`src/hw/gsof_pkg.sv`:
```
// Purpose: constants and types shared by the setup, framing and bus-slave logic
// Assumes: 32-bit classic wishbone register bus, byte addresses
// Notes: setup word layout is fixed here; slot stores are word-wide
package gsof_pkg;
  // register byte offsets
  localparam logic [4:0] ADR_CTRL = 5'h00;
  localparam logic [4:0] ADR_CMD = 5'h04;
  localparam logic [4:0] ADR_SETUP = 5'h08;
  localparam logic [4:0] ADR_CABLE = 5'h0c;
  localparam logic [4:0] ADR_DRIFT = 5'h10;
  localparam logic [4:0] ADR_STAT = 5'h14;
  localparam logic [4:0] ADR_TX = 5'h18;
  // field positions
  localparam int CTRL_TERM_LSB = 0;
  localparam int CTRL_K_LSB = 4;
  localparam int CMD_OP_LSB = 0;
  localparam int CMD_SLOT_LSB = 4;
  localparam int CMD_Q_LSB = 8;
  localparam int TX_LAST_BIT = 8;
  localparam int ST_RANGE_ERR = 0;
  localparam int ST_LOCK_ERR = 1;
  localparam int ST_K_ERR = 2;
  localparam int ST_CBL_EN = 3;
  localparam int ST_READY = 4;
  localparam int ST_BUSY = 5;
  localparam int ST_DRIFT_OK = 6;
  localparam int ST_OUT_DONE = 7;
  localparam int ST_TX_BUSY = 8;
  localparam int ST_CSLOT_LSB = 12;
  // commands
  typedef enum logic [2:0] {
    OP_RCL_SET = 3'h0, OP_SAV_SET = 3'h1, OP_RCL_CBL = 3'h2,
    OP_SAV_CBL = 3'h3, OP_CAL = 3'h4, OP_DONE = 3'h5
  } gsof_op_t;
  // terminator codes and characters
  localparam logic [1:0] TERM_CRLF = 2'h0;
  localparam logic [1:0] TERM_LFCR = 2'h1;
  localparam logic [1:0] TERM_LF = 2'h3;
  localparam logic [7:0] CHR_CR = 8'h0d;
  localparam logic [7:0] CHR_LF = 8'h0a;
  // eoi / hold-off codes
  localparam logic [2:0] K_BOTH = 3'h0;
  localparam logic [2:0] K_NOEOI = 3'h1;
  localparam logic [2:0] K_NOHOLD = 3'h2;
  localparam logic [2:0] K_NONE = 3'h4;
  // setup word: range[2:0] freq[4:3] filter[5] rate[8:6] zero[9] trig[13:10]
  // bias_on[14] wave[17:15] wtimes[23:18] biasv[31:24]
  localparam int SET_W = 32;
  localparam int FREQ_LSB = 3;
  localparam logic [SET_W-1:0] FREQ_MASK = 32'h0000_0018;
  localparam logic [SET_W-1:0] FREQ_100K = 32'h0000_0000;
  localparam logic [SET_W-1:0] FACTORY_SETUP = 32'h0000_0000;
  localparam logic [SET_W-1:0] RESET_SETUP = 32'h0000_0000;
  localparam logic [2:0] DFLT_SLOT = 3'h1;
  localparam logic [3:0] Q_LOCK_MIN = 4'h1;
  localparam logic [3:0] Q_LOCK_MAX = 4'h9;
  typedef enum logic [2:0] {S_IDLE = 3'b001, S_READ = 3'b010, S_LOAD = 3'b100} gsof_st_t;
  typedef enum logic [3:0] {
    TX_IDLE = 4'b0001, TX_DATA = 4'b0010, TX_TERM1 = 4'b0100, TX_TERM2 = 4'b1000
  } gsof_tx_t;
endpackage : gsof_pkg

```
`src/hw/gsof_slot_mem.sv`:
```
// Purpose: small slot store with registered read data
// Assumes: one write and one read port, same clock
// Notes: stands in for the nonvolatile setup store; whole-word writes only
module gsof_slot_mem #(
  parameter int W = 32,
  parameter int D = 8,
  parameter int AW = 3
) (
  input wire logic i_clk, // clock
  input wire logic i_ce, // clock enable
  input wire logic i_we, // write strobe
  input wire logic [AW-1:0] i_waddr, // write slot
  input wire logic [W-1:0] i_wdata, // write word
  input wire logic [AW-1:0] i_raddr, // read slot
  output logic [W-1:0] o_rdata // registered read word
);
  // store starts blank, so a slot never saved recalls as zeros rather than unknowns
  logic [W-1:0] mem_r [D] = '{default: '0};

  // one word per slot, so a save is never half done
  always_ff @(posedge i_clk) begin
    if (i_ce) begin
      if (i_we) begin
        mem_r[i_waddr] <= i_wdata;
      end
      o_rdata <= mem_r[i_raddr];
    end
  end
endmodule : gsof_slot_mem

```
`src/hw/gsof_top.sv`:
```
// Purpose: setup/cable slot handling, calibration lock, output framing, hold-off
// Assumes: command parsing done by software, talker bytes handshaken by the bus engine
// Notes: registers on classic wishbone, one-cycle ack
// Contract
// - setup recall slots 0-7, setup save slots 1-7 only.
// - power-up and device clear load setup slot 1 as active setup.
// - setup slot 0 is fixed factory data, never written by save.
// - a slot saves and restores the whole active setup word.
// - recalling setup slot 0 forces frequency to 100kHz.
// - cable slots recall 0-7, save 1-7; recall 0 disables external correction.
// - cable slot 0 selected, external correction off, after reset and device clear.
// - calibration commands 1-9 rejected with lock error while switch locked.
// - device clear discards stored drift correction constants.
// - terminator codes 0 CRLF, 1 LFCR, 2 CR, 3 LF.
// - reset and device clear return terminator to CR then LF.
// - terminator follows every status word and data string.
// - terminator sent once, only after final byte of a transmission.
// - with EOI enabled, EOI rides on the last terminator byte.
// - EOI/hold-off code 0 both, 1 hold only, 2 EOI only, 4 neither.
// - reset and device clear enable both EOI and hold-off.
// - with hold-off enabled NRFD held from execute until processing done.
// - ready status bit 4 set when processed, cleared while processing.
// - a whole buffer transmission gets EOI only once at its end.
module gsof_top
  import gsof_pkg::*;
(
  input wire logic I_MCLK, // 50 MHz clock
  input wire logic I_RST, // sync reset, high
  input wire logic I_CE, // clock enable
  input wire logic I_WB_CYC, // wishbone cycle
  input wire logic I_WB_STB, // wishbone strobe
  input wire logic I_WB_WE, // wishbone write
  input wire logic [4:0] I_WB_ADR, // byte address
  input wire logic [31:0] I_WB_DAT, // write data
  input wire logic [3:0] I_WB_SEL, // byte lanes
  output logic [31:0] O_WB_DAT, // read data
  output logic O_WB_ACK, // acknowledge
  input wire logic I_EXEC, // execute character received, pulse
  input wire logic I_DEV_CLR, // dcl or sdc received, pulse
  input wire logic I_CAL_UNLOCK, // calibration switch, high = unlocked
  output logic O_NRFD, // bus hold-off, high = asserted
  output logic O_READY, // all commands processed
  output logic O_TX_VALID, // talker byte valid
  output logic [7:0] O_TX_DATA, // talker byte
  output logic O_TX_EOI, // eoi with this byte
  input wire logic I_TX_READY, // bus engine takes byte
  output logic [31:0] O_SETUP, // active setup word
  output logic [31:0] O_CABLE, // active cable constants
  output logic O_CABLE_EN, // external cable correction on
  output logic O_CAL_GO, // calibration step start, pulse
  output logic [3:0] O_CAL_NUM // calibration step number
);
  gsof_st_t st_r, st_nxt;
  gsof_tx_t tx_r, tx_nxt;
  logic [1:0] term_r, term_nxt;
  logic [2:0] k_r, k_nxt, slot_r, slot_nxt, cslot_r, cslot_nxt;
  logic cbl_r, cbl_nxt, ready_r, ready_nxt, nrfd_r, nrfd_nxt, cen_r, cen_nxt;
  logic [31:0] setup_r, setup_nxt, cable_r, cable_nxt, drift_r, drift_nxt, dat_r, dat_nxt;
  logic rerr_r, rerr_nxt, lerr_r, lerr_nxt, kerr_r, kerr_nxt, dok_r, dok_nxt;
  logic ack_r, ack_nxt, go_r, go_nxt, done_r, done_nxt;
  logic [3:0] qn_r, qn_nxt;
  logic [7:0] txb_r, txb_nxt, odat_r, odat_nxt;
  logic txl_r, txl_nxt, ovld_r, ovld_nxt, oeoi_r, oeoi_nxt;
  logic req, wr, clr, cmd_wr, hold_en, eoi_en, set_we, cbl_we, xfer, single;
  logic [31:0] wmask, set_rd, cbl_rd;
  logic [2:0] cslot;
  logic [3:0] cq;
  gsof_op_t cop;
  logic [7:0] term1, term2;

  // bus decode and option decode
  assign req = I_WB_CYC & I_WB_STB & ~ack_r;
  assign wr = req & I_WB_WE;
  assign clr = I_RST | I_DEV_CLR;
  assign cmd_wr = wr & (I_WB_ADR == ADR_CMD) & I_WB_SEL[0];
  assign cop = gsof_op_t'(I_WB_DAT[CMD_OP_LSB +: 3]);
  assign cslot = I_WB_DAT[CMD_SLOT_LSB +: 3];
  assign cq = I_WB_DAT[CMD_Q_LSB +: 4];
  assign wmask = {{8{I_WB_SEL[3]}}, {8{I_WB_SEL[2]}}, {8{I_WB_SEL[1]}}, {8{I_WB_SEL[0]}}};
  assign hold_en = (k_r == K_BOTH) | (k_r == K_NOEOI);
  assign eoi_en = (k_r == K_BOTH) | (k_r == K_NOHOLD);
  // saves only in idle and never to slot 0, which is the factory image
  assign set_we = cmd_wr & (st_r == S_IDLE) & (cop == OP_SAV_SET) & (cslot != 3'h0);
  assign cbl_we = cmd_wr & (st_r == S_IDLE) & (cop == OP_SAV_CBL) & (cslot != 3'h0);
  assign xfer = ovld_r & I_TX_READY;
  assign single = term_r[1];
  assign term1 = (term_r == TERM_LFCR || term_r == TERM_LF) ? CHR_LF : CHR_CR;
  assign term2 = (term_r == TERM_LFCR) ? CHR_CR : CHR_LF;

  gsof_slot_mem #(.W(SET_W), .D(8), .AW(3)) u_set_mem (
    .i_clk(I_MCLK), .i_ce(I_CE), .i_we(set_we), .i_waddr(cslot),
    .i_wdata(setup_r), .i_raddr(slot_r), .o_rdata(set_rd)
  );
  gsof_slot_mem #(.W(32), .D(8), .AW(3)) u_cbl_mem (
    .i_clk(I_MCLK), .i_ce(I_CE), .i_we(cbl_we), .i_waddr(cslot),
    .i_wdata(cable_r), .i_raddr(slot_r), .o_rdata(cbl_rd)
  );

  // control group: slots, options, hold-off, status, register file
  always_comb begin
    st_nxt = st_r; term_nxt = term_r; k_nxt = k_r; slot_nxt = slot_r;
    cslot_nxt = cslot_r; cbl_nxt = cbl_r; ready_nxt = ready_r; nrfd_nxt = nrfd_r;
    cen_nxt = cen_r; setup_nxt = setup_r; cable_nxt = cable_r; drift_nxt = drift_r;
    rerr_nxt = rerr_r; lerr_nxt = lerr_r; kerr_nxt = kerr_r; dok_nxt = dok_r;
    go_nxt = 1'b0; qn_nxt = qn_r;
    ack_nxt = req;
    dat_nxt = 32'h0000_0000;
    // error flags clear by writing ones; a new error below still wins
    if (wr && I_WB_ADR == ADR_STAT && I_WB_SEL[0]) begin
      rerr_nxt = rerr_r & ~I_WB_DAT[ST_RANGE_ERR];
      lerr_nxt = lerr_r & ~I_WB_DAT[ST_LOCK_ERR];
      kerr_nxt = kerr_r & ~I_WB_DAT[ST_K_ERR];
    end
    if (wr && I_WB_ADR == ADR_CTRL && I_WB_SEL[0]) begin
      term_nxt = I_WB_DAT[CTRL_TERM_LSB +: 2];
      case (I_WB_DAT[CTRL_K_LSB +: 3])
        K_BOTH, K_NOEOI, K_NOHOLD, K_NONE: k_nxt = I_WB_DAT[CTRL_K_LSB +: 3];
        default: kerr_nxt = 1'b1;
      endcase
    end
    if (wr && I_WB_ADR == ADR_SETUP) setup_nxt = (setup_r & ~wmask) | (I_WB_DAT & wmask);
    if (wr && I_WB_ADR == ADR_CABLE) cable_nxt = (cable_r & ~wmask) | (I_WB_DAT & wmask);
    if (wr && I_WB_ADR == ADR_DRIFT) begin
      drift_nxt = (drift_r & ~wmask) | (I_WB_DAT & wmask);
      dok_nxt = 1'b1;
    end
    case (st_r)
      S_IDLE: begin
        if (cmd_wr) begin
          case (cop)
            OP_RCL_SET: begin
              if (cslot == 3'h0) begin
                setup_nxt = (FACTORY_SETUP & ~FREQ_MASK) | FREQ_100K;
              end else begin
                slot_nxt = cslot;
                cbl_nxt = 1'b0;
                st_nxt = S_READ;
              end
            end
            OP_RCL_CBL: begin
              cslot_nxt = cslot;
              if (cslot == 3'h0) begin
                cen_nxt = 1'b0;
              end else begin
                slot_nxt = cslot;
                cbl_nxt = 1'b1;
                st_nxt = S_READ;
              end
            end
            OP_SAV_SET, OP_SAV_CBL: begin
              if (cslot == 3'h0) rerr_nxt = 1'b1;
            end
            OP_CAL: begin
              qn_nxt = cq;
              if (cq >= Q_LOCK_MIN && cq <= Q_LOCK_MAX && !I_CAL_UNLOCK) begin
                lerr_nxt = 1'b1;
              end else if (cq > Q_LOCK_MAX) begin
                rerr_nxt = 1'b1;
              end else begin
                go_nxt = 1'b1;
              end
            end
            OP_DONE: begin
              ready_nxt = 1'b1;
              nrfd_nxt = 1'b0;
            end
            default: rerr_nxt = 1'b1;
          endcase
        end
      end
      S_READ: st_nxt = S_LOAD; // memory read data registers here
      S_LOAD: begin
        // the whole word comes back, so recall restores every setting at once
        if (cbl_r) begin
          cable_nxt = cbl_rd;
          cen_nxt = 1'b1;
        end else begin
          setup_nxt = set_rd;
        end
        st_nxt = S_IDLE;
      end
      default: st_nxt = S_IDLE;
    endcase
    // execute wins over a done in the same cycle, so a new hold-off is never lost
    if (I_EXEC) begin
      ready_nxt = 1'b0;
      nrfd_nxt = hold_en;
    end
    // device clear: defaults, then reload setup slot 1
    if (clr) begin
      term_nxt = TERM_CRLF;
      k_nxt = K_BOTH;
      cslot_nxt = 3'h0;
      cen_nxt = 1'b0;
      drift_nxt = 32'h0000_0000;
      dok_nxt = 1'b0;
      slot_nxt = DFLT_SLOT;
      cbl_nxt = 1'b0;
      st_nxt = S_READ;
      go_nxt = 1'b0;
    end
    if (I_RST) begin
      ready_nxt = 1'b1;
      nrfd_nxt = 1'b0;
      rerr_nxt = 1'b0;
      lerr_nxt = 1'b0;
      kerr_nxt = 1'b0;
      setup_nxt = RESET_SETUP;
      cable_nxt = 32'h0000_0000;
      qn_nxt = 4'h0;
      ack_nxt = 1'b0;
    end
    // read mux; unmapped addresses read zero
    if (req && !I_WB_WE) begin
      case (I_WB_ADR)
        ADR_CTRL: dat_nxt = {25'h0, k_r, 2'h0, term_r};
        ADR_SETUP: dat_nxt = setup_r;
        ADR_CABLE: dat_nxt = cable_r;
        ADR_DRIFT: dat_nxt = drift_r;
        ADR_STAT: begin
          dat_nxt[ST_RANGE_ERR] = rerr_r;
          dat_nxt[ST_LOCK_ERR] = lerr_r;
          dat_nxt[ST_K_ERR] = kerr_r;
          dat_nxt[ST_CBL_EN] = cen_r;
          dat_nxt[ST_READY] = ready_r;
          dat_nxt[ST_BUSY] = (st_r != S_IDLE);
          dat_nxt[ST_DRIFT_OK] = dok_r;
          dat_nxt[ST_OUT_DONE] = done_r;
          dat_nxt[ST_TX_BUSY] = (tx_r != TX_IDLE);
          dat_nxt[ST_CSLOT_LSB +: 3] = cslot_r;
        end
        default: dat_nxt = 32'h0000_0000;
      endcase
    end
  end

  // talker framing group: data byte, then terminator once at the end
  always_comb begin
    tx_nxt = tx_r; txb_nxt = txb_r; txl_nxt = txl_r; done_nxt = done_r;
    odat_nxt = odat_r; oeoi_nxt = 1'b0; ovld_nxt = 1'b0;
    case (tx_r)
      TX_IDLE: begin
        if (wr && I_WB_ADR == ADR_TX && I_WB_SEL[0]) begin
          txb_nxt = I_WB_DAT[7:0];
          txl_nxt = I_WB_DAT[TX_LAST_BIT] & I_WB_SEL[1];
          done_nxt = 1'b0;
          tx_nxt = TX_DATA;
        end
      end
      // items inside a transmission go out bare; only the last gets framing
      TX_DATA: if (xfer) tx_nxt = txl_r ? TX_TERM1 : TX_IDLE;
      TX_TERM1: begin
        if (xfer) begin
          tx_nxt = single ? TX_IDLE : TX_TERM2;
          done_nxt = single;
        end
      end
      TX_TERM2: begin
        if (xfer) begin
          tx_nxt = TX_IDLE;
          done_nxt = 1'b1;
        end
      end
      default: tx_nxt = TX_IDLE;
    endcase
    case (tx_nxt)
      TX_DATA: begin
        ovld_nxt = 1'b1;
        odat_nxt = txb_nxt;
      end
      TX_TERM1: begin
        ovld_nxt = 1'b1;
        odat_nxt = term1;
        oeoi_nxt = eoi_en & single;
      end
      TX_TERM2: begin
        ovld_nxt = 1'b1;
        odat_nxt = term2;
        oeoi_nxt = eoi_en;
      end
      default: odat_nxt = odat_r;
    endcase
    if (I_RST) begin
      tx_nxt = TX_IDLE;
      ovld_nxt = 1'b0;
      oeoi_nxt = 1'b0;
      odat_nxt = 8'h00;
      done_nxt = 1'b0;
      txb_nxt = 8'h00;
      txl_nxt = 1'b0;
    end
  end

  // registers only; reset values come through the next-state logic
  always_ff @(posedge I_MCLK) begin
    if (I_CE || I_RST) begin
      st_r <= st_nxt; tx_r <= tx_nxt; term_r <= term_nxt; k_r <= k_nxt;
      slot_r <= slot_nxt; cslot_r <= cslot_nxt; cbl_r <= cbl_nxt;
      ready_r <= ready_nxt; nrfd_r <= nrfd_nxt; cen_r <= cen_nxt;
      setup_r <= setup_nxt; cable_r <= cable_nxt; drift_r <= drift_nxt;
      rerr_r <= rerr_nxt; lerr_r <= lerr_nxt; kerr_r <= kerr_nxt; dok_r <= dok_nxt;
      ack_r <= ack_nxt; dat_r <= dat_nxt; go_r <= go_nxt; qn_r <= qn_nxt;
      done_r <= done_nxt; txb_r <= txb_nxt; txl_r <= txl_nxt;
      odat_r <= odat_nxt; ovld_r <= ovld_nxt; oeoi_r <= oeoi_nxt;
    end
  end

  // outputs straight from flops
  assign O_WB_DAT = dat_r;
  assign O_WB_ACK = ack_r;
  assign O_NRFD = nrfd_r;
  assign O_READY = ready_r;
  assign O_TX_VALID = ovld_r;
  assign O_TX_DATA = odat_r;
  assign O_TX_EOI = oeoi_r;
  assign O_SETUP = setup_r;
  assign O_CABLE = cable_r;
  assign O_CABLE_EN = cen_r;
  assign O_CAL_GO = go_r;
  assign O_CAL_NUM = qn_r;

  a_slot0_ro: assert property (@(posedge I_MCLK) disable iff (I_RST) (I_CE && cmd_wr && cop == OP_SAV_SET
    && cslot == 3'h0 && st_r == S_IDLE) |-> !set_we ##1 rerr_r) else $error("setup slot 0 written");
  a_cbl_save: assert property (@(posedge I_MCLK) disable iff (I_RST) (I_CE && cmd_wr && cop == OP_SAV_CBL
    && cslot == 3'h0 && st_r == S_IDLE) |-> !cbl_we ##1 rerr_r) else $error("cable slot 0 written");
  a_exec_hold: assert property (@(posedge I_MCLK) disable iff (I_RST)
    (I_CE && I_EXEC && hold_en) |=> O_NRFD && !O_READY)
    else $error("no hold-off after execute");
  a_done_ready: assert property (@(posedge I_MCLK) disable iff (I_RST)
    (I_CE && cmd_wr && cop == OP_DONE && st_r == S_IDLE && !clr && !I_EXEC) |=> O_READY && !O_NRFD)
    else $error("ready not restored");
  a_cal_lock: assert property (@(posedge I_MCLK) disable iff (I_RST)
    (I_CE && cmd_wr && st_r == S_IDLE && cop == OP_CAL && cq >= Q_LOCK_MIN && cq <= Q_LOCK_MAX && !I_CAL_UNLOCK)
    |=> lerr_r && !O_CAL_GO) else $error("locked calibration accepted");
  a_eoi_term: assert property (@(posedge I_MCLK) disable iff (I_RST)
    O_TX_EOI |-> O_TX_VALID && (O_TX_DATA == CHR_LF || O_TX_DATA == CHR_CR) && tx_r != TX_DATA)
    else $error("eoi off terminator");
  a_clr_dflt: assert property (@(posedge I_MCLK) disable iff (I_RST)
    (I_CE && I_DEV_CLR) |=> term_r == TERM_CRLF && k_r == K_BOTH && !O_CABLE_EN && !dok_r ##2 st_r == S_IDLE)
    else $error("device clear defaults wrong");
  a_rcl0_freq: assert property (@(posedge I_MCLK) disable iff (I_RST)
    (I_CE && cmd_wr && st_r == S_IDLE && cop == OP_RCL_SET && cslot == 3'h0 && !clr)
    |=> (O_SETUP & FREQ_MASK) == FREQ_100K) else $error("slot 0 frequency wrong");
  a_recall_load: assert property (@(posedge I_MCLK) disable iff (I_RST)
    (I_CE && st_r == S_LOAD && !cbl_r && !clr) |=> O_SETUP == $past(set_rd))
    else $error("recall not restored");
endmodule : gsof_top

```
`config.mk`:
```
export PLATFORM = sky130hd
export DESIGN_NAME = gsof_top
export DESIGN_NICKNAME = d
export VERILOG_FILES = /design/src/hw/gsof_pkg.sv /design/src/hw/gsof_slot_mem.sv /design/src/hw/gsof_top.sv
export SDC_FILE = /design/constraint.sdc
export NUM_CORES = 1
export LEC_CHECK = 0
export BUFFER_PORTS_ARGS = -buffer_cell sky130_fd_sc_hd__buf_2
export CELL_PAD_IN_SITES_DETAIL_PLACEMENT = 1
export CELL_PAD_IN_SITES_GLOBAL_PLACEMENT = 2
export CORE_MARGIN = 2
export CORE_UTILIZATION = 42
export CTS_CLUSTER_DIAMETER = 30
export DETAILED_ROUTE_END_ITERATION = 12
export GPL_TIMING_DRIVEN = 0
export HOLD_SLACK_MARGIN = 0.12
export PLACE_DENSITY = 0.81
export SLEW_MARGIN = 10
export SYNTH_ARGS = -nofsm -noshare
export SYNTH_HDL_FRONTEND = slang
export SYNTH_SLANG_ARGS = --single-unit
```
`constraint.sdc`:
```
create_clock -name I_MCLK -period 4.3 [get_ports I_MCLK]
set_input_delay 0.43 -clock I_MCLK [delete_from_list [all_inputs] [get_ports I_MCLK]]
set_output_delay 0.43 -clock I_MCLK [all_outputs]
set_load 0.1 [all_outputs]
```
==> results of run 1 <==
## worst max-delay path, stage by stage (launching register included)
cell,delay (ps)
edfxtp_1,390
and4b_1,370
buf_4,270
nand4_1,190
nor4_2,510
nand2b_2,280
nor3_2,690
buf_6,260
buf_6,170
buf_4,240
## Yosys cell counts (2+ instances only)
master    number
nand2_1       78
o21ai_0       12
mux4_2       128
nor3b_1        2
a21o_1         3
o21bai_1       2
nand3b_1       4
nor2b_1       12
inv_1          5
mux2_2        64
nand3_2        2
nor4_1         6
nand2b_1       7
buf_6          4
or3b_4         2
o21ai_2       30
a311oi_1      16
and4b_1        2
a31o_2         2
a22oi_1       24
and3_1         4
a31oi_1        7
nor3_1        13
a21oi_1       19
a222oi_1      21
buf_2         25
nand3_1       19
buf_1          3
a211oi_1      17
nor2_1       127
clkbuf_1      66
mux2i_1       89
nand4_1        4
nor4b_1        3
and2_1         7
edfxtp_1     756
## cell families (layout without fill, tap and decap cells)
group / Yosys count / after routing
XOR/XNOR: 2 / 2
multiplexers: 281 / 281
buffers and inverters: 105 / 594
AND/OR/NAND/NOR: 305 / 305
flip-flops: 756 / 756
other: 1 / 65
AO/OA/AOI/OAI: 164 / 164
## layout make-up
| class | count | area (um^2) |
|---|---|---|
| plain buffers | 100 | 442 |
| repair buffers | 226 | 1540 |
| multi-input cells | 816 | 7560 |
| diodes | 1 | 2.50 |
| fillers | 6584 | 33200 |
| clock inverters | 96 | 1140 |
| inverters | 5 | 23.8 |
| flip-flops and latches | 756 | 22700 |
| well taps | 950 | 1190 |
| clock buffers | 167 | 3770 |
## placed cells by master (no fill, tap or decap), types with 5 or more instances in the layout
master         synthesis  final
a211oi_1              17     17
a21oi_1               19     19
a222oi_1              21     21
a22oi_1               24     24
a311oi_1              16     16
a31oi_1                7      7
and2_1                 7      7
buf_2                 25    187
buf_4                  1     18
buf_6                  4     27
bufinv_16              0     19
clkbuf_1              66     85
clkbuf_16              0    148
clkinv_1               0     16
clkinv_2               0     23
clkinv_4               0      9
clkinvlp_4             0     14
conb_1                 1     64
dlygate4sd3_1          0     17
edfxtp_1             756    756
inv_6                  0     10
mux2_2                64     64
mux2i_1               89     89
mux4_2               128    128
nand2_1               78     78
nand2b_1               7      7
nand3_1               19     19
nor2_1               127    122
nor2_4                 0      5
nor2b_1               12     12
nor3_2                 1     11
nor4_1                 6      6
o21ai_0               12     12
o21ai_2               30     30
## state kept, by name (all words and copies together), names as in the netlist, 2 cells and up
signal             cells
O_CABLE               32
O_CAL_NUM              4
O_SETUP               32
O_TX_DATA              8
O_WB_DAT              32
cslot_r                3
drift_r               32
k_r                    3
slot_r                 3
st_r                   3
term_r                 2
tx_r                   4
txb_r                  8
u_cbl_mem.mem_r      256
u_cbl_mem.o_rdata     32
u_set_mem.mem_r      256
u_set_mem.o_rdata     32
## power by group
part           switching [uW]  total, uW  internal (uW)
clock network            3900      11400           7460
logic                    1200       1700            501
registers                 290       8780           8490
total                    5390      21800          16400
## what timing repair did
item	4_1_cts	5_1_grt
endpoints found under the hold margin	21	0
hold buffers	17	0
gates resized for setup	0	0
## stage by stage
stage | total power, uW | std cells | TNS (ps) | cell area, um^2
2_1_floorplan | 10000 | 1677 | -126760 | 30600
5_1_grt | 22400 | 3116 | 0 | 38400
6_report | 21800 | 3117 | 0 | 38400
3_5_place_dp | 10600 | 2836 | 0 | 33300
3_3_place_gp | 10500 | 2790 | -1743110 | 32600
4_1_cts | 22000 | 3116 | 0 | 38400
## routing by layer
| metal | global-route usage | share of wire | vias to the layer above |
|---|---|---|---|
| met5 | 0 | 0.00068 | - |
| met4 | 0.0854 | 0.024 | 10 |
| met3 | 0.0728 | 0.091 | 163 |
| met2 | 0.393 | 0.48 | 855 |
| met1 | 0.328 | 0.41 | 9468 |
| li1 | - | - | 7434 |
## path summary, 6_finish.rpt
kind | depth (start not counted) | slack, ps | to
worst min-delay path | 3 | 180 | drift_r[19]
worst max register to register | 9 | 610 | u_set_mem.mem_r[4][23]
worst max-delay path | 9 | 610 | u_set_mem.mem_r[4][23]
worst min register to register | 2 | 530 | O_SETUP[25]
==> reports/metrics.yaml, run 1 <==
placement:
  hpwl_um: 59700
  place_congestion: 0.916
  io_buffer_count: 163
  pre_cts_ws_ps: 666
synthesis:
  synth_xor_area_frac: 0.000576
  synth_area_leaders: "edfxtp_1, mux4_2, mux2i_1"
  synth_flop_cell: "edfxtp_1"
  seq_area_frac_synth: 0.747
  synth_top_area_share: 0.747
  ys_types: 65
  postSynthCellCount: 1614
  synth-async-reset-ratio: 0
  yosys.area_share.simple: 0.0477
  synth_top_family_by_area: "multiplexers"
  synth_top_area_cell: "edfxtp_1"
  synthAdderAreaFrac: 0
  ys_ff_latch: 756
  synth_compound_area_frac: 0.0418
  synth.avg_cell_area_um2: 18.8
  yosysWarnings: 0
  netlist_area_um2: 30400
  synth_edf_count: 756
  synth_mux_area_frac: 0.148
grt:
  antenna_found_initial: 7
  grt_pass1_wl_um: 133000
  grt_max_degree: 63
  grt_pass1_vias: 19300
  grt_use_total: 0.248
  overflow: 0
floorplanning:
  num_rows: 98
  initial_utilization: 0.425
  coreArea_um2: 71600
  io_pins: 166
  die_area_um2: 74500
  die_y_um: 273
  die_w_um: 273
routing:
  drtIter0Drc: 1912
  wl_um: 90800
  remaining_drc_errors: 0
  vias_per_cell: 5.75
  drt_pass1_iterations: 6
  vias: 17900
  ant_nets: 0
  wl_per_cell_um: 29.1
clock_network:
  tritoncts: "done"
  clk_path_buf_depth: 3
  numCtsBuffers: 142
  post_cts_buffers: 0
  root_buffer: "clkbuf_16"
  clock_latency_ps: 740
  clk_pin_slew_ps: 50
  h-tree-depth: 4
  cts_sinks: 756
timing:
  post-route-worst-setup-slack_ps: 609
  fin_skew_ps: 23.9
  min_period_ps: 3690
  rsz0062_at_grt: "no"
  max_freq_ghz: 0.271
  hold_violations: 0
  setup_viol: 0
  worstMarginPinSlew_ps: 1180
  max_slew_margin: 0.215
  maxSlewViolCount: 0
  min_period_over_period: 0.858
  hold_slack_ps: 177
cells_and_area:
  fin_nets: 2098
  fin_util: 0.536
  syn2layout_area_growth_pct: 26.2
  drive_above_1_share: 0.333
status:
  outcome: "finished, final reports clean"
critical_path:
  path_class: "flip-flop to flip-flop"
  arrival_ps: 4100
  critPathLaunch: "O_WB_ACK"
  r2r_start: "O_WB_ACK"
  cp_max_fo: 10
  worstSetupEndpointType: "flip-flop"
  crit_required_ps: 4710
  startpoint_type: "flip-flop"
power:
  power.density_nw_per_um2: 569
  ir_drop_mv: 0.337
  p_leak_uw: 0.0137
worst_hold_path:
  hp-class: "primary input to flip-flop"
  min_from: "I_WB_DAT[19]"
run:
  drv_cap: 0
(Power assumes the default switching activity.)
==> run 2: changes to the inputs <==
--- a/config.mk
+++ b/config.mk
@@ -7,14 +7,14 @@
 export LEC_CHECK = 0
 export BUFFER_PORTS_ARGS = -buffer_cell sky130_fd_sc_hd__buf_2
 export CELL_PAD_IN_SITES_DETAIL_PLACEMENT = 1
-export CELL_PAD_IN_SITES_GLOBAL_PLACEMENT = 2
+export CELL_PAD_IN_SITES_GLOBAL_PLACEMENT = 1
 export CORE_MARGIN = 2
-export CORE_UTILIZATION = 42
+export CORE_UTILIZATION = 48
 export CTS_CLUSTER_DIAMETER = 30
 export DETAILED_ROUTE_END_ITERATION = 12
 export GPL_TIMING_DRIVEN = 0
 export HOLD_SLACK_MARGIN = 0.12
-export PLACE_DENSITY = 0.81
+export PLACE_DENSITY = 0.82
 export SLEW_MARGIN = 10
 export SYNTH_ARGS = -nofsm -noshare
 export SYNTH_HDL_FRONTEND = slang
==> reports/metrics.yaml, run 2 (synthesis gave the netlist of run 1 again) <==
timing:
  hold_violations: 0  # unchanged
  min_period_over_period: 0.850  # -0.00833
  worstMarginPinSlew_ps: 1230  # +50.7 ps
  maxSlewViolCount: 0  # unchanged
  max_freq_ghz: 0.274  # +0.98%
  max_slew_margin: 0.173  # -0.0424
  rsz0062_at_grt: "no"
  fin_skew_ps: 31.0  # +7.07 ps
  min_period_ps: 3660  # -35.8 ps
  setup_viol: 0  # unchanged
floorplanning:
  initial_utilization: 0.484  # +0.0592
  die_y_um: 256  # -6.4%
  die_w_um: 256  # -6.4%
  coreArea_um2: 62900  # -12%
  io_pins: 166  # unchanged
  die_area_um2: 65400  # -12%
  num_rows: 92  # -6.1%
cells_and_area:
  syn2layout_area_growth_pct: 25.6
  final_cell_mix: "edfxtp_1, buf_2, clkbuf_16"
  drive_above_1_share: 0.337  # +0.00402
  fin_nets: 2089  # -0.43%
  top_regs: "u_cbl_mem.mem_r x256, u_set_mem.mem_r x256"
  final_common_cell: "edfxtp_1"
  nFillCells: 5551  # -16%
  fin_cells: 3003  # -3.7%
critical_path:
  crit_required_ps: 4710  # about the same
  cp_max_fo: 10  # unchanged
  crit_path_cell_trace: "and4b_1, buf_4, nand4_1, nor4_2, nand2_2, nor3_2, buf_6, buf_4, buf_6"
  startpoint_type: "flip-flop"
  cpPeakStageDelay_ps: 670  # -20 ps
  critPathTopFamily: "simple AND/OR/NAND/NOR gates"
  arrival_ps: 4070  # -30 ps
  path_class: "flip-flop to flip-flop"
  crit_path_top_delay_cell: "nor3_2"
  worstSetupEndpointType: "flip-flop"
  path_buf_inv: 4  # unchanged
placement:
  dp_cells: 2735  # -3.6%
  place_congestion: 0.944  # +3.0%
  io_buffer_count: 163  # unchanged
  hpwl_um: 61200  # +2.6%
grt:
  grt_pass1_vias: 20300  # +5.5%
  grt_max_degree: 72  # +14%
  grt_use_total: 0.301  # +0.0527
  overflow: 0  # unchanged
  grt_pass1_wl_um: 142000  # +7.0%
  antenna_found_initial: 6  # -1
power:
  power_frac_comb: 0.078  # about the same
  p_clk_frac: 0.524  # +0.004
  p_seq_frac: 0.399  # -0.003
  p_leak_uw: 0.0137  # -0.29%
  finalPower_uw: 22100  # +1.2%
  switching_share: 0.250  # +0.00259
  p_int_uw: 16600  # +0.81%
  power_switching_uw: 5510  # +2.2%
  power.density_nw_per_um2: 579  # +1.7%
  ir_drop_mv: 0.337  # about the same
clock_network:
  clk_path_buf_depth: 3  # unchanged
  cts.repair.resized: 0  # unchanged
  numCtsBuffers: 143  # +0.70%
  h-tree-depth: 4  # unchanged
  clk_pin_slew_ps: 50  # about the same
  cts_sinks: 756  # unchanged
  post_cts_buffers: 0  # unchanged
  root_buffer: "clkbuf_16"
  clock_latency_ps: 720  # -20 ps
  cts_hold_buf: 4  # -13
  tritoncts: "done"
routing:
  wl_per_cell_um: 32.4  # +11%
  vias_per_cell: 6.31  # +9.7%
  ant_nets: 0  # unchanged
  drtIter0Drc: 2388  # +25%
  drt_pass1_iterations: 10  # +4
  vias: 19000  # +5.7%
  wl_um: 97200  # +7.1%
  remaining_drc_errors: 0  # unchanged
worst_hold_path:
  hp-class: "primary input to flip-flop"
status:
  outcome: "finished, final reports clean"
run:
  drv_cap: 0  # unchanged
[run 2: power by group through the flow]
stage                     combinational [uW]  sequential (uW)  clock, uW
after floorplan                          678             9340          0
after global placement                  1610             8890          0
after detailed placement                1670             8920          0
after CTS                               1710             8800      11600
after global routing                    1780             8820      12000
final                                   1710             8810      11600
[run 2: worst reg2reg max path: cells and delay by family (launching register included)]
kind | cells | cell delay [ps]
DFF | 1 | 400
buffers and inverters | 4 | 980
and+or+nand+nor | 5 | 1980
[run 2: worst paths after layout]
kind | depth (start not counted) | slack, ps | to | startpoint
worst max-delay path | 9 | 640 | u_cbl_mem.mem_r[7][19] | O_WB_ACK
worst min-delay path | 3 | 150 | O_SETUP[27] | I_WB_DAT[27]
worst max register to register | 9 | 640 | u_cbl_mem.mem_r[7][19] | O_WB_ACK
worst min register to register | 2 | 530 | O_SETUP[25] | u_set_mem.o_rdata[25]
[run 2: final cells by class]
class	instances	area, um^2	area share
flip-flops and latches	756	22700	0.595
multi-input cells	816	7560	0.198
clock buffers	162	3690	0.0967
repair buffers	216	1430	0.0376
clock inverters	100	1260	0.0329
well taps	846	1060	0.0277
plain buffers	100	442	0.0116
inverters	5	23.8	0.000623
diodes	2	5.00	0.000131
[run 2: per-stage QoR]
stage               hold WS [ps]  instance area (um^2)   util  setup TNS (ps)  worst slack, ps
floorplan                    496                 30600      -         -126760             -418
global placement             511                 32500  0.517        -1699280            -3980
detailed placement           525                 33200  0.528               0              246
CTS                          120                 38200  0.607               0              676
global route                 148                 38200  0.607               0              513
finish                       153                 38200  0.607               0              644
[run 2: per-layer routing]
layer / global-route usage / vias to the layer above / part of all wire
li1: - / 7410 / -
met2: 0.486 / 1440 / 0.48
met5: 0 / - / 0.00042
met4: 0.134 / 6 / 0.045
met1: 0.381 / 9767 / 0.36
met3: 0.0850 / 327 / 0.11
